[config.mk]
export PLATFORM = sky130hd
export DESIGN_NAME = sbsr_top
export DESIGN_NICKNAME = d
export VERILOG_FILES = /design/src/include/sbsr_pkg.sv /design/src/sbsr_top.sv
export SDC_FILE = /design/constraint.sdc
export NUM_CORES = 1
export LEC_CHECK = 0
export BUFFER_PORTS_ARGS = -buffer_cell sky130_fd_sc_hd__clkbuf_2
export CELL_PAD_IN_SITES_DETAIL_PLACEMENT = 0
export CELL_PAD_IN_SITES_GLOBAL_PLACEMENT = 1
export CORE_MARGIN = 8
export CORE_UTILIZATION = 45
export CTS_BUF_LIST = sky130_fd_sc_hd__clkbuf_8
export DETAILED_ROUTE_END_ITERATION = 10
export GPL_TIMING_DRIVEN = 0
export PLACE_DENSITY = 0.84
export SYNTH_ARGS = -nofsm -noshare
export SYNTH_HDL_FRONTEND = slang
export SYNTH_SLANG_ARGS = --single-unit
[constraint.sdc]
create_clock -name CLK_I -period 10 [get_ports CLK_I]
set_input_delay 0.5 -clock CLK_I [delete_from_list [all_inputs] [get_ports CLK_I]]
set_output_delay 0.5 -clock CLK_I [all_outputs]
set_load 0.02 [all_outputs]
[src/include/sbsr_pkg.sv]
// Package for the status byte and service request block
package sbsr_pkg;
  // Status byte bit positions
  localparam int BIT_B0   = 0;
  localparam int BIT_EAV  = 2;
  localparam int BIT_QSB  = 3;
  localparam int BIT_MAV  = 4;
  localparam int BIT_ESB  = 5;
  localparam int BIT_B6   = 6;
  localparam int BIT_OSB  = 7;
  // Summary bits that feed bit B6 (B0,B2,B3,B4,B5,B7)
  localparam logic [7:0] SUMMARY_MASK = 8'h0000_00BD;
  // Reset values
  localparam logic [7:0] SRE_RESET    = 8'h0000_0000;
  localparam logic [7:0] EVENT_RESET  = 8'h0000_0000;
  // Error and output queue depths
  localparam int ERR_DEPTH_DEF = 10;
  localparam int OUT_DEPTH_DEF = 4;

  // Queue push request
  typedef struct packed {
    logic        valid;
    logic [15:0] data;
  } sbsr_msg_t;

  // Per event register set: condition bits and enable
  typedef struct packed {
    logic [7:0] cond;
    logic [7:0] enable;
  } sbsr_evset_t;
endpackage

[src/sbsr_top.sv]
// Status byte, queues and service request logic of the device
// What this block does
// [RULE1] Keep output queue and error queue, FIFO order
// [RULE2] Query response goes into output queue
// [RULE3] Output queue write sets message ready
// [RULE4] Read removes; empty output queue clears ready
// [RULE5] Events enqueue to error queue, ten deep
// [RULE6] Error queue entry sets error pending
// [RULE7] Read removes; empty error queue clears pending
// [RULE8] Host queries error then addresses talk
// [RULE9] Summary bits follow their messages, no latch
// [RULE10] Reading standard event register clears its summary
// [RULE11] Status query B6 shows master summary
// [RULE12] Status query changes no status bits
// [RULE13] Enabled summary rising sets request and SRQ
// [RULE14] Serial poll returns request flag, then clears
// [RULE15] After poll same event may request again
// [RULE16] Master summary holds until summaries clear
// [RULE17] Clear command clears status bits, queues
// [RULE18] Enable mask ANDs summaries, ORed into B6
// [RULE19] Enable mask written and read back
// [RULE20] Enable mask clears on reset or zero write
// [RULE21] Event registers latch condition, summary AND/OR
// [RULE22] Event read or clear command clears event
// [RULE23] Full error queue drops new messages
// [RULE24] Flags update with the queue change
module sbsr_top
  import sbsr_pkg::*;
#(
  parameter int ERR_DEPTH = ERR_DEPTH_DEF,
  parameter int OUT_DEPTH = OUT_DEPTH_DEF
) (
  input  wire logic        CLK_I,
  input  wire logic        RST_N_I,
  input  wire sbsr_msg_t   OUT_PUSH_I,
  input  wire logic        OUT_POP_I,
  input  wire sbsr_msg_t   ERR_PUSH_I,
  input  wire logic        ERR_POP_I,
  input  wire sbsr_evset_t STD_EV_I,
  input  wire sbsr_evset_t QUES_EV_I,
  input  wire sbsr_evset_t OPER_EV_I,
  input  wire logic        STD_EV_READ_I,
  input  wire logic        QUES_EV_READ_I,
  input  wire logic        OPER_EV_READ_I,
  input  wire logic        B0_SUMMARY_I,
  input  wire logic        CLS_I,
  input  wire logic        SRE_WR_I,
  input  wire logic [7:0]  SRE_DATA_I,
  input  wire logic        SERIAL_POLL_I,
  output logic [15:0]      OUT_DATA_O,
  output logic             OUT_EMPTY_O,
  output logic             OUT_FULL_O,
  output logic [15:0]      ERR_DATA_O,
  output logic             ERR_EMPTY_O,
  output logic             ERR_FULL_O,
  output logic [7:0]       STB_QUERY_O,
  output logic [7:0]       STB_POLL_O,
  output logic [7:0]       SRE_O,
  output logic [7:0]       STD_EVENT_O,
  output logic             SRQ_O
);
  localparam int OW = $clog2(OUT_DEPTH + 1);
  localparam int EW = $clog2(ERR_DEPTH + 1);

  // Queue storage, shift-out style so head is always slot 0
  logic [OUT_DEPTH-1:0][15:0] oq_r, oq_nxt;
  logic [ERR_DEPTH-1:0][15:0] eq_r, eq_nxt;
  logic [OW-1:0]              ocnt_r, ocnt_nxt;
  logic [EW-1:0]              ecnt_r, ecnt_nxt;
  logic [7:0] std_ev_r, std_ev_nxt, ques_ev_r, ques_ev_nxt;
  logic [7:0] oper_ev_r, oper_ev_nxt;
  logic [7:0] sre_r, sre_nxt;
  logic [7:0] summ_r, summ_nxt;
  logic       rqs_r, rqs_nxt;
  logic       mss_r, mss_nxt;
  logic       srq_r, srq_nxt;
  logic [7:0] stbq_r, stbq_nxt, stbp_r, stbp_nxt;
  logic [7:0] std_o_r, std_o_nxt;

  // Output queue: pop then push, full queue refuses push
  always_comb begin
    logic [OW-1:0] c;
    c = ocnt_r;
    oq_nxt = oq_r;
    if (CLS_I) begin
      c = '0;
    end else begin
      if (OUT_POP_I && c != '0) begin // see [RULE4]
        for (int i = 0; i < OUT_DEPTH - 1; i++) begin
          oq_nxt[i] = oq_nxt[i+1];
        end
        c = c - OW'(1);
      end
      if (OUT_PUSH_I.valid && c != OW'(OUT_DEPTH)) begin // see [RULE2]
        oq_nxt[c] = OUT_PUSH_I.data; // see [RULE1]
        c = c + OW'(1);
      end
    end
    ocnt_nxt = c;
  end

  // Error queue: when full, new messages dropped, old kept
  always_comb begin
    logic [EW-1:0] c;
    c = ecnt_r;
    eq_nxt = eq_r;
    if (CLS_I) begin
      c = '0;
    end else begin
      if (ERR_POP_I && c != '0) begin // see [RULE7]
        for (int i = 0; i < ERR_DEPTH - 1; i++) begin
          eq_nxt[i] = eq_nxt[i+1];
        end
        c = c - EW'(1);
      end
      if (ERR_PUSH_I.valid && c != EW'(ERR_DEPTH)) begin // see [RULE23]
        eq_nxt[c] = ERR_PUSH_I.data; // see [RULE5]
        c = c + EW'(1);
      end
    end
    ecnt_nxt = c;
  end

  // Event registers latch conditions; read or clear wins,
  // but a condition present in the same cycle stays set
  always_comb begin
    std_ev_nxt  = (STD_EV_READ_I || CLS_I) ? EVENT_RESET : std_ev_r;
    ques_ev_nxt = (QUES_EV_READ_I || CLS_I) ? EVENT_RESET : ques_ev_r;
    oper_ev_nxt = (OPER_EV_READ_I || CLS_I) ? EVENT_RESET : oper_ev_r;
    std_ev_nxt  = std_ev_nxt | STD_EV_I.cond; // see [RULE21]
    ques_ev_nxt = ques_ev_nxt | QUES_EV_I.cond;
    oper_ev_nxt = oper_ev_nxt | OPER_EV_I.cond; // see [RULE22]
    std_o_nxt   = std_ev_r;
  end

  // Enable mask: stores data ANDed with SUMMARY_MASK, zero write clears it
  always_comb begin
    sre_nxt = sre_r;
    if (SRE_WR_I) begin
      sre_nxt = SRE_DATA_I & SUMMARY_MASK; // see [RULE19] [RULE20]
    end
  end

  // Summary bits follow sources in the same cycle as queue change
  always_comb begin
    summ_nxt = '0;
    summ_nxt[BIT_B0]  = B0_SUMMARY_I & ~CLS_I;
    summ_nxt[BIT_EAV] = (ecnt_nxt != '0); // see [RULE6] [RULE24]
    summ_nxt[BIT_MAV] = (ocnt_nxt != '0); // see [RULE3] [RULE24]
    summ_nxt[BIT_QSB] = |(ques_ev_nxt & QUES_EV_I.enable); // see [RULE9]
    summ_nxt[BIT_ESB] = |(std_ev_nxt & STD_EV_I.enable); // see [RULE10]
    summ_nxt[BIT_OSB] = |(oper_ev_nxt & OPER_EV_I.enable);
  end

  // Master summary, request flag and SRQ line
  always_comb begin
    logic [7:0] en_now;
    logic [7:0] rise;
    en_now  = summ_nxt & sre_nxt & SUMMARY_MASK; // see [RULE18]
    rise    = en_now & ~(summ_r & sre_r);
    mss_nxt = |en_now; // see [RULE16]
    rqs_nxt = rqs_r;
    if (SERIAL_POLL_I || CLS_I) begin
      rqs_nxt = 1'b0; // see [RULE14]
    end
    if (|rise) begin
      rqs_nxt = 1'b1; // see [RULE13] [RULE15]
    end
    srq_nxt = rqs_nxt;
    stbq_nxt = summ_nxt;
    stbq_nxt[BIT_B6] = mss_nxt; // see [RULE11] [RULE12]
    stbp_nxt = summ_r;
    stbp_nxt[BIT_B6] = rqs_r;
  end

  // Register stage; CLS clears status through the next values
  always_ff @(posedge CLK_I) begin
    if (!RST_N_I) begin // see [RULE17]
      oq_r      <= '0;
      eq_r      <= '0;
      ocnt_r    <= '0;
      ecnt_r    <= '0;
      std_ev_r  <= EVENT_RESET;
      ques_ev_r <= EVENT_RESET;
      oper_ev_r <= EVENT_RESET;
      sre_r     <= SRE_RESET;
      summ_r    <= '0;
      rqs_r     <= 1'b0;
      mss_r     <= 1'b0;
      srq_r     <= 1'b0;
      stbq_r    <= '0;
      stbp_r    <= '0;
      std_o_r   <= '0;
    end else begin
      oq_r      <= oq_nxt;
      eq_r      <= eq_nxt;
      ocnt_r    <= ocnt_nxt;
      ecnt_r    <= ecnt_nxt;
      std_ev_r  <= std_ev_nxt;
      ques_ev_r <= ques_ev_nxt;
      oper_ev_r <= oper_ev_nxt;
      sre_r     <= sre_nxt;
      summ_r    <= summ_nxt;
      rqs_r     <= rqs_nxt;
      mss_r     <= mss_nxt;
      srq_r     <= srq_nxt;
      stbq_r    <= stbq_nxt;
      stbp_r    <= stbp_nxt;
      std_o_r   <= std_o_nxt;
    end
  end

  // Outputs straight from flip-flops; empty and full flags decoded from the counts
  assign OUT_DATA_O  = oq_r[0];
  assign OUT_EMPTY_O = (ocnt_r == '0);
  assign OUT_FULL_O  = (ocnt_r == OW'(OUT_DEPTH));
  assign ERR_DATA_O  = eq_r[0];
  assign ERR_EMPTY_O = (ecnt_r == '0);
  assign ERR_FULL_O  = (ecnt_r == EW'(ERR_DEPTH));
  assign STB_QUERY_O = stbq_r;
  assign STB_POLL_O  = stbp_r;
  assign SRE_O       = sre_r;
  assign STD_EVENT_O = std_o_r;
  assign SRQ_O       = srq_r;

  // Checks on the status byte and queues
  mav_tracks_a: assert property (@(posedge CLK_I) disable iff (!RST_N_I)
    stbq_r[BIT_MAV] == (ocnt_r != '0)) // see [RULE4]
    else $error("message ready flag disagrees with queue");
  eav_tracks_a: assert property (@(posedge CLK_I) disable iff (!RST_N_I)
    stbq_r[BIT_EAV] == (ecnt_r != '0)) // see [RULE7]
    else $error("error pending flag disagrees with queue");
  err_cap_a: assert property (@(posedge CLK_I) disable iff (!RST_N_I)
    ecnt_r <= EW'(ERR_DEPTH)) // see [RULE5]
    else $error("error queue over capacity");
  full_drop_a: assert property (@(posedge CLK_I) disable iff (!RST_N_I)
    (ecnt_r == EW'(ERR_DEPTH) && !ERR_POP_I && !CLS_I) |=>
    $stable(eq_r)) // see [RULE23]
    else $error("full error queue changed");
  mss_or_a: assert property (@(posedge CLK_I) disable iff (!RST_N_I)
    stbq_r[BIT_B6] == |(stbq_r & sre_r & SUMMARY_MASK)) // see [RULE18]
    else $error("master summary not OR of enabled bits");
  poll_clr_a: assert property (@(posedge CLK_I) disable iff (!RST_N_I)
    (SERIAL_POLL_I && !(|(summ_nxt & sre_nxt & ~(summ_r & sre_r)))) |=>
    !srq_r) // see [RULE14]
    else $error("serial poll did not clear request");
  srq_rise_a: assert property (@(posedge CLK_I) disable iff (!RST_N_I)
    (|(summ_nxt & sre_nxt & SUMMARY_MASK & ~(summ_r & sre_r))) |=>
    srq_r && stbq_r[BIT_B6]) // see [RULE13]
    else $error("enabled rise did not request service");
  sre_store_a: assert property (@(posedge CLK_I) disable iff (!RST_N_I)
    SRE_WR_I |=> SRE_O == $past(SRE_DATA_I & SUMMARY_MASK)) // see [RULE19]
    else $error("enable mask not stored");
  cls_clear_a: assert property (@(posedge CLK_I) disable iff (!RST_N_I)
    (CLS_I && !OUT_PUSH_I.valid) |=> ##1 (stbp_r[BIT_B6] == 1'b0)) // see [RULE17]
    else $error("clear left request flag set");
endmodule // sbsr_top

==> results by group, run 1 <==
STA
  • Final setup viols: 0
  • Max-Slew Margin vs Limit: 46.79%
  • Final WS setup: 5663 ps
  • Fin crit period: 4337 ps
  • Period Utilization, post-route: 43.37%
  • Setup TNS: 0 ps
  • RSZ-0062 raised after global routing: no
  • Fmax: 0.2306 GHz
  • Fin. max-slew vios: 0
  • Endpoints failing hold: 0
  • Slew @ Worst Pin: ~800 ps
  • Layout Skew: 33.59 ps

Yosys
  • Synth Warn #: 0
  • Synth cell types: between 60 and 70
  • Commonest cells in the netlist: nor2_1 (367), dfxtp_1 (284), nand2_1 (124), a21oi_1 (116), clkbuf_1 (94)
  • Seq/Total Area, Yosys: about 43%
  • Mux contribution to synthesized area: 2.016%
  • Area contributors post-synth: dfxtp_1 (43%), nor2_1 (10%), o221a_2 (5.5%), a21oi_1 (4.4%), nand2_1 (3.5%)
  • Area share of the largest cell type after synthesis: 43.22%
  • Syn avg cell area: 8.217 sq um
  • Mapped Cells: 1601
  • Synth Area in Adders: 1.236%
  • Synth Area in Compound Gates: 24.44%
  • FFs w/ async S/R, synth: 0%
  • Synth Area in XOR/XNOR: 0.4660%
  • Synth area leader: dfxtp_1
  • Post-synthesis cell area: 13160 sq um
  • Top-count cell post-synth: nor2_1
  • #FFs+latches synth: 284
  • Largest family of logic cells by synthesized area: compound AO/OA/AOI/OAI gates
  • Synth Area in Simple Gates: between 20% and 30%
  • EDFF count, synth: 0
  • Synth Flop Type: dfxtp_1

Clock network
  • # Post-CTS Setup Buffers: 0
  • Clock buffer depth: 3
  • CTS resizes: 0
  • Clk sink count: 284
  • CTS tree: built
  • Max H-tree Level: 2
  • Register clock-pin slew on the reported worst setup and hold paths: ~60 ps
  • CTS root buf: clkbuf_8
  • Clk Latency, worst-skew pair: 580 ps
  • # hold bufs at CTS: 0
  • Num CTS Buffers: 49

Hold path
  • Min-Delay Path Class: input port to register
  • Cell count of the worst hold path: 3

Floorplanning
  • Die Area: 34960 sq um
  • Die Ht: around 190 um
  • Row cnt: 62
  • Die width: roughly 190 um
  • Initial core utilization: 45.71%
  • Core area: 28780 sq um
  • I/O pin count: 170

Route
  • Detail Route Antenna Nets: 0
  • Vias/cell: 5.345
  • WL/cell: about 17 um
  • Final WL: 38450 um
  • DRT Pass-1 Iters: 5
  • Vias: 11950
  • Initial DRC count: between 600 and 700
  • Post-route DRC: 0

Run
  • Max Cap Viol: 0

GRT
  • GR Util All Layers: a little over a fifth
  • First-pass GRT wire length: 62370 um
  • Initial antenna violation count: 0
  • Vias in the first global route: 12020
  • Overflow after GRT: 0
  • Largest net degree at the start of global routing: 13

Setup path
  • Critical path required time: 10460 ps
  • Setup crit start kind: register
  • Crit-path max FO: 10
  • Crit. End Element: register
  • Crit path kind: register to register
  • Data arrival, critical path: 4800 ps
  • Worst reg2reg path depth: 17

Layout
  • Final nets: 1930
  • Antenna cells: 0
  • Number of fill cells in the layout: 2842
  • Share of layout cells above drive strength 1: 20.15%
  • Register area: 5685 sq um
  • Area Overhead vs Synth: 17.35%
  • Footprint of the multi-input gates: around 6500 sq um

Pwr
  • Logic pwr share: approximately a fifth
  • Flop pwr share: 44.0%
  • Int Power: 0.002034 W
  • Clk pwr share: about 37%
  • Pwr Density: 187.3 nW/um^2
  • Sw Ratio: 29.64%
  • Switching Power: 0.0008568 W
  • Pwr Total: 0.002891 W
  • Lkg Pwr: 6.215 nW
  • Worst VDD drop: 0.1098 mV

Placement
  • Dpl hpwl: between 20000 and 30000 um
  • # port buffers: 161
  • Final GP Congestion: 0.8523
  • Dpl ws: 5789 ps

Run status
  • Outcome: complete, no violations
[routing by layer]
metal | up-vias | track usage, % | part of all wire, % | routed length, um
met5 | - | 0 | 0 | 0
met4 | 0 | 5.681 | 1.9 | 715
met3 | 58 | 5.369 | 7.1 | 2744
met2 | 324 | 35.20 | 45 | 17490
met1 | 5508 | 27.53 | 46 | 17500
li1 | 6055 | - | - | -
[stage by stage]
stage / std cells / instance area [sq um] / hold slack (ps) / util [%]
after floorplan: 1604 / 13170 / 435.2 / -
final: 2235 / 15440 / 190.1 / 53.64
after CTS: 2235 / 15440 / 162.1 / 53.64
after global placement: 2149 / 14450 / 446.1 / 50.22
after global routing: 2235 / 15440 / 178.9 / 53.64
after detailed placement: 2149 / 14450 / 457.1 / 50.22
[sequential cells by signal (all words and copies together), names as in the netlist, 3 cells and up]
name,cells
ERR_DATA_O,16
OUT_DATA_O,16
SRE_O,6
STB_POLL_O,7
STD_EVENT_O,8
ecnt_r,4
eq_r,144
ocnt_r,3
oper_ev_r,8
oq_r,48
ques_ev_r,8
std_ev_r,8
summ_r,6
[path summary, 6_finish.rpt]
kind | start | endpoint | slack [ps]
worst min-delay path | OPER_EV_I[10] | oper_ev_r[2] | 190
worst max register to register | ecnt_r[0] | eq_r[75] | 5660
worst min register to register | eq_r[26] | eq_r[26] | 470
worst max-delay path | ecnt_r[0] | eq_r[75] | 5660
[logic make-up (layout without fill, tap and decap cells)]
family | count (synthesis) | in the layout
and+or+nand+nor | 650 | 650
xor gates and xnor gates | 7 | 7
muxes | 26 | 26
adders and majority gates | 13 | 13
other | 1 | 4
buffers and inverters | 186 | 433
DFF | 284 | 284
AOI/OAI and AO/OA | 434 | 434
[final cells by class]
type / instances / area share, %
Multi-Input combinational cell: 1134 / 42.39
Sequential cell: 284 / 36.83
Buffer: 170 / 5.682
Clock buffer: 60 / 5.349
Timing Repair Buffer: 161 / 5.220
Tap cell: 384 / 3.112
Clock inverter: 26 / 1.029
Inverter: 16 / 0.3890
[layout by cell type (no fill, tap or decap), types with 4 or more instances in the layout]
master / instances
o21ai_0: 49
conb_1: 4
a22oi_1: 19
nor3_1: 33
inv_1: 35
o311ai_1: 51
o311ai_0: 27
ha_1: 13
a211oi_1: 38
clkinv_2: 4
nand2b_1: 23
nand4_1: 5
mux2i_1: 24
o221a_2: 64
a21boi_0: 16
buf_4: 39
xnor2_1: 6
clkbuf_1: 94
a21oi_1: 116
o21ai_1: 8
buf_6: 9
clkbuf_8: 60
nor2b_1: 53
buf_1: 8
nand2_1: 124
o31ai_1: 16
nor2_1: 367
buf_2: 19
nand3_1: 10
dfxtp_1: 284
clkbuf_2: 162
and2_1: 16
[power groups by stage]
stage / clock (W) / sequential [W] / combinational (W)
floorplan: 0 / 0.00129 / 0.000394
CTS: 0.00108 / 0.00127 / 0.000563
global route: 0.00113 / 0.00128 / 0.000628
finish: 0.00106 / 0.00127 / 0.000563
global placement: 0 / 0.00129 / 0.000551
detailed placement: 0 / 0.00130 / 0.000561
[worst max-delay path, cell delays in order (launching register included)]
cell and delay (ps):
dfxtp_1 370, inv_1 160, ha_1 170, clkbuf_1 250, nor3b_1 340, nor2b_1 70
buf_2 210, xnor2_1 400, inv_1 120, ha_1 270, nand4_1 110, o211a_1 230
buf_6 160, nand2_1 120, o21ai_1 510, clkbuf_1 390, o21ai_0 140, a211oi_1 190
No activity file was read; power rests on OpenSTA's default activity.
==> run 2, diff against run 1 <==
Clock period 10 ns to 4.48 ns, I/O delays scaled along.
==> run 2 against run 1 <==
  * First-iteration DRC count rose by 6.9%
  * Register-to-register slack lost 5200 ps
  * Sequential share of layout area decreased by 1.1 points
  * Setup slack lost 5200 ps
  * Via count up 1.5%
  * Routed wire length is 1.4% higher
  * Global-route usage grew 0.35 points
  * Flip-flop and latch count did not move
  * Worst hold slack worse by 160 ps
  * Non-clock buffer count grew 47
  * Clock power is 120% higher
  * Critical path type unchanged
==> results by group, run 2 (synthesized netlist as in run 1, its figures left out) <==
STA
  • Setup TNS: 0 ps
  • Max-Slew Margin vs Limit: 47.77%
  • Slew @ Worst Pin: about 780 ps
  • Layout Skew: ~25 ps
  • Endpoints failing hold: 0
  • Hold Slack: ~30 ps
  • Fmax: 0.2494 GHz
  • Fin. max-slew vios: 0
  • RSZ-0062 raised after global routing: no
  • Fin crit period: ~4000 ps
  • Period Utilization, post-route: 89.51%
  • Final setup viols: 0

Clock network
  • Clk sink count: 284
  • Register clock-pin slew on the reported worst setup and hold paths: 70 ps
  • Max H-tree Level: 2
  • CTS root buf: clkbuf_8
  • Clk Latency, worst-skew pair: 570 ps
  • Clock buffer depth: 3
  • # Post-CTS Setup Buffers: 0
  • CTS tree: built
  • Num CTS Buffers: 49

Pwr
  • Worst VDD drop: 0.2350 mV
  • Pwr Density: roughly 410 nW/um^2
  • Lkg Pwr: 6.431 nW
  • Pwr Total: approximately 0.0065 W

Setup path
  • Reg-to-Reg Start: ecnt_r[0]
  • Data arrival, critical path: 4480 ps
  • Setup crit start kind: register
  • Crit-path max FO: 10
  • Crit path kind: register to register
  • Crit path launch: ecnt_r[0]
  • Critical path required time: 4950 ps
  • Delay-heaviest family, CP: compound AO/OA/AOI/OAI gates
  • CP max-delay cell: dfxtp_1
  • Crit. End Element: register
  • Worst path cell trace: inv_1 > ha_1 > clkbuf_1 > nor3b_1 > nand2b_1 > buf_2 > o21ai_0 > ha_1 > nand4_1 > o211a_1 > buf_6 > nand2_1 > o21ai_2 > clkbuf_2 > o21ai_0 > a211oi_1
  • Worst Path Buf+Inv: 5
  • Slowest Stage Delay on Critical Path: 380 ps

Layout
  • Final nets: 1977
  • Leading registers by flop count: eq_r (144), oq_r (48)
  • Antenna cells: 0
  • Share of layout cells above drive strength 1: 20.02%
  • Most frequent cells in the layout: nor2_1 (366), dfxtp_1 (284), clkbuf_2 (164)
  • Max reg flops: 144
  • Commonest non-fill, non-tap cell in the layout: nor2_1
  • Design Area, Final: 15930 sq um
  • Largest register by flop count: eq_r
  • Area Overhead vs Synth: 21.11%

Hold path
  • Min-Delay Path Class: input port to register
  • Hold path startpoint: OUT_PUSH_I[16]

GRT
  • GR Util All Layers: 21.74%
  • Largest net degree at the start of global routing: 13
  • Initial antenna violation count: 0
  • First-pass GRT wire length: 63460 um
  • Vias in the first global route: 12250
  • Overflow after GRT: 0

Route
  • Post-route DRC: 0
  • Vias/cell: 5.311
  • Final WL: 39000 um
  • Detail Route Antenna Nets: 0
  • DRT Pass-1 Iters: 8
  • Initial DRC count: 679
  • WL/cell: approximately 17 um
  • Vias: ~12000

Placement
  • # port buffers: 161
  • Final GP Congestion: 0.8523
  • Placed Area: ~14000 sq um
  • Dpl hpwl: about 30000 um

Run status
  • Outcome: complete, no violations

Floorplanning
  • Die Ht: 187.0 um
  • Initial core utilization: 45.71%
  • I/O pin count: 170
  • Core area: 28780 sq um
  • Row cnt: 62
  • Die width: 187.0 um
  • Die Area: 34960 sq um

Run
  • Max Cap Viol: 0
## run 2: changes by cell type in the layout (fill, tap and decap cells not counted), sizes merged
cell,previous run,this run
dlygate4sd3,0,47
## run 2: worst register-to-register path, stage by stage, from the launching register on
cell and delay [ps]:
dfxtp_1 380, inv_1 190, ha_1 180, clkbuf_1 250
nor3b_1 340, nand2b_1 140, buf_2 230, o21ai_0 250
ha_1 350, nand4_1 110, o211a_1 220, buf_6 160
nand2_1 150, o21ai_2 370, clkbuf_2 290, o21ai_0 110
a211oi_1 180
## run 2: through the flow
| stage | setup WS [ps] | util, % | std cells |
|---|---|---|---|
| after floorplan | 726.8 | - | 1604 |
| after global placement | 351.8 | 50.22 | 2149 |
| after detailed placement | 268.7 | 50.22 | 2149 |
| after CTS | 201.8 | 55.27 | 2282 |
| after global routing | 21.66 | 55.36 | 2282 |
| final | 470.1 | 55.36 | 2282 |
## run 2: area by class of cell
cell class | count | area (sq um)
fillers | 2791 | 12850
inverters | 16 | 60.06
flip-flops and latches | 284 | 5685
clock buffers | 60 | 825.8
multi-input cells | 1134 | 6566
well taps | 384 | 480.5
plain buffers | 170 | 879.6
clock inverters | 26 | 158.9
repair buffers | 208 | 1276
## run 2: metal layers
layer	wire length, um	GRT usage [%]	vias to the layer above
met4	776	6.261	0
met2	17850	35.93	369
met5	0	0	-
li1	-	-	6152
met1	17640	27.75	5538
met3	2733	5.350	60
## run 2: timing repair
item | 4_1_cts | 5_1_grt
resized for setup | 0 | 9
hold buffers | 47 | 0
endpoints found under the setup margin | 0 | 48
endpoints found under the hold margin | 47 | 0
## run 2: worst paths after layout
| kind | end | slack (ps) | depth (start not counted) |
|---|---|---|---|
| worst max-delay path | eq_r[75] | 470 | 16 |
| worst min-delay path | ocnt_r[2] | 30 | 3 |
| worst max register to register | eq_r[75] | 470 | 16 |
| worst min register to register | eq_r[26] | 470 | 2 |
## run 2: where the power goes
part / switching, W / internal, W
registers: 0.000114 / 0.00273
logic: 0.000768 / 0.000527
clock network: 0.00104 / 0.00132
total: 0.00193 / 0.00457
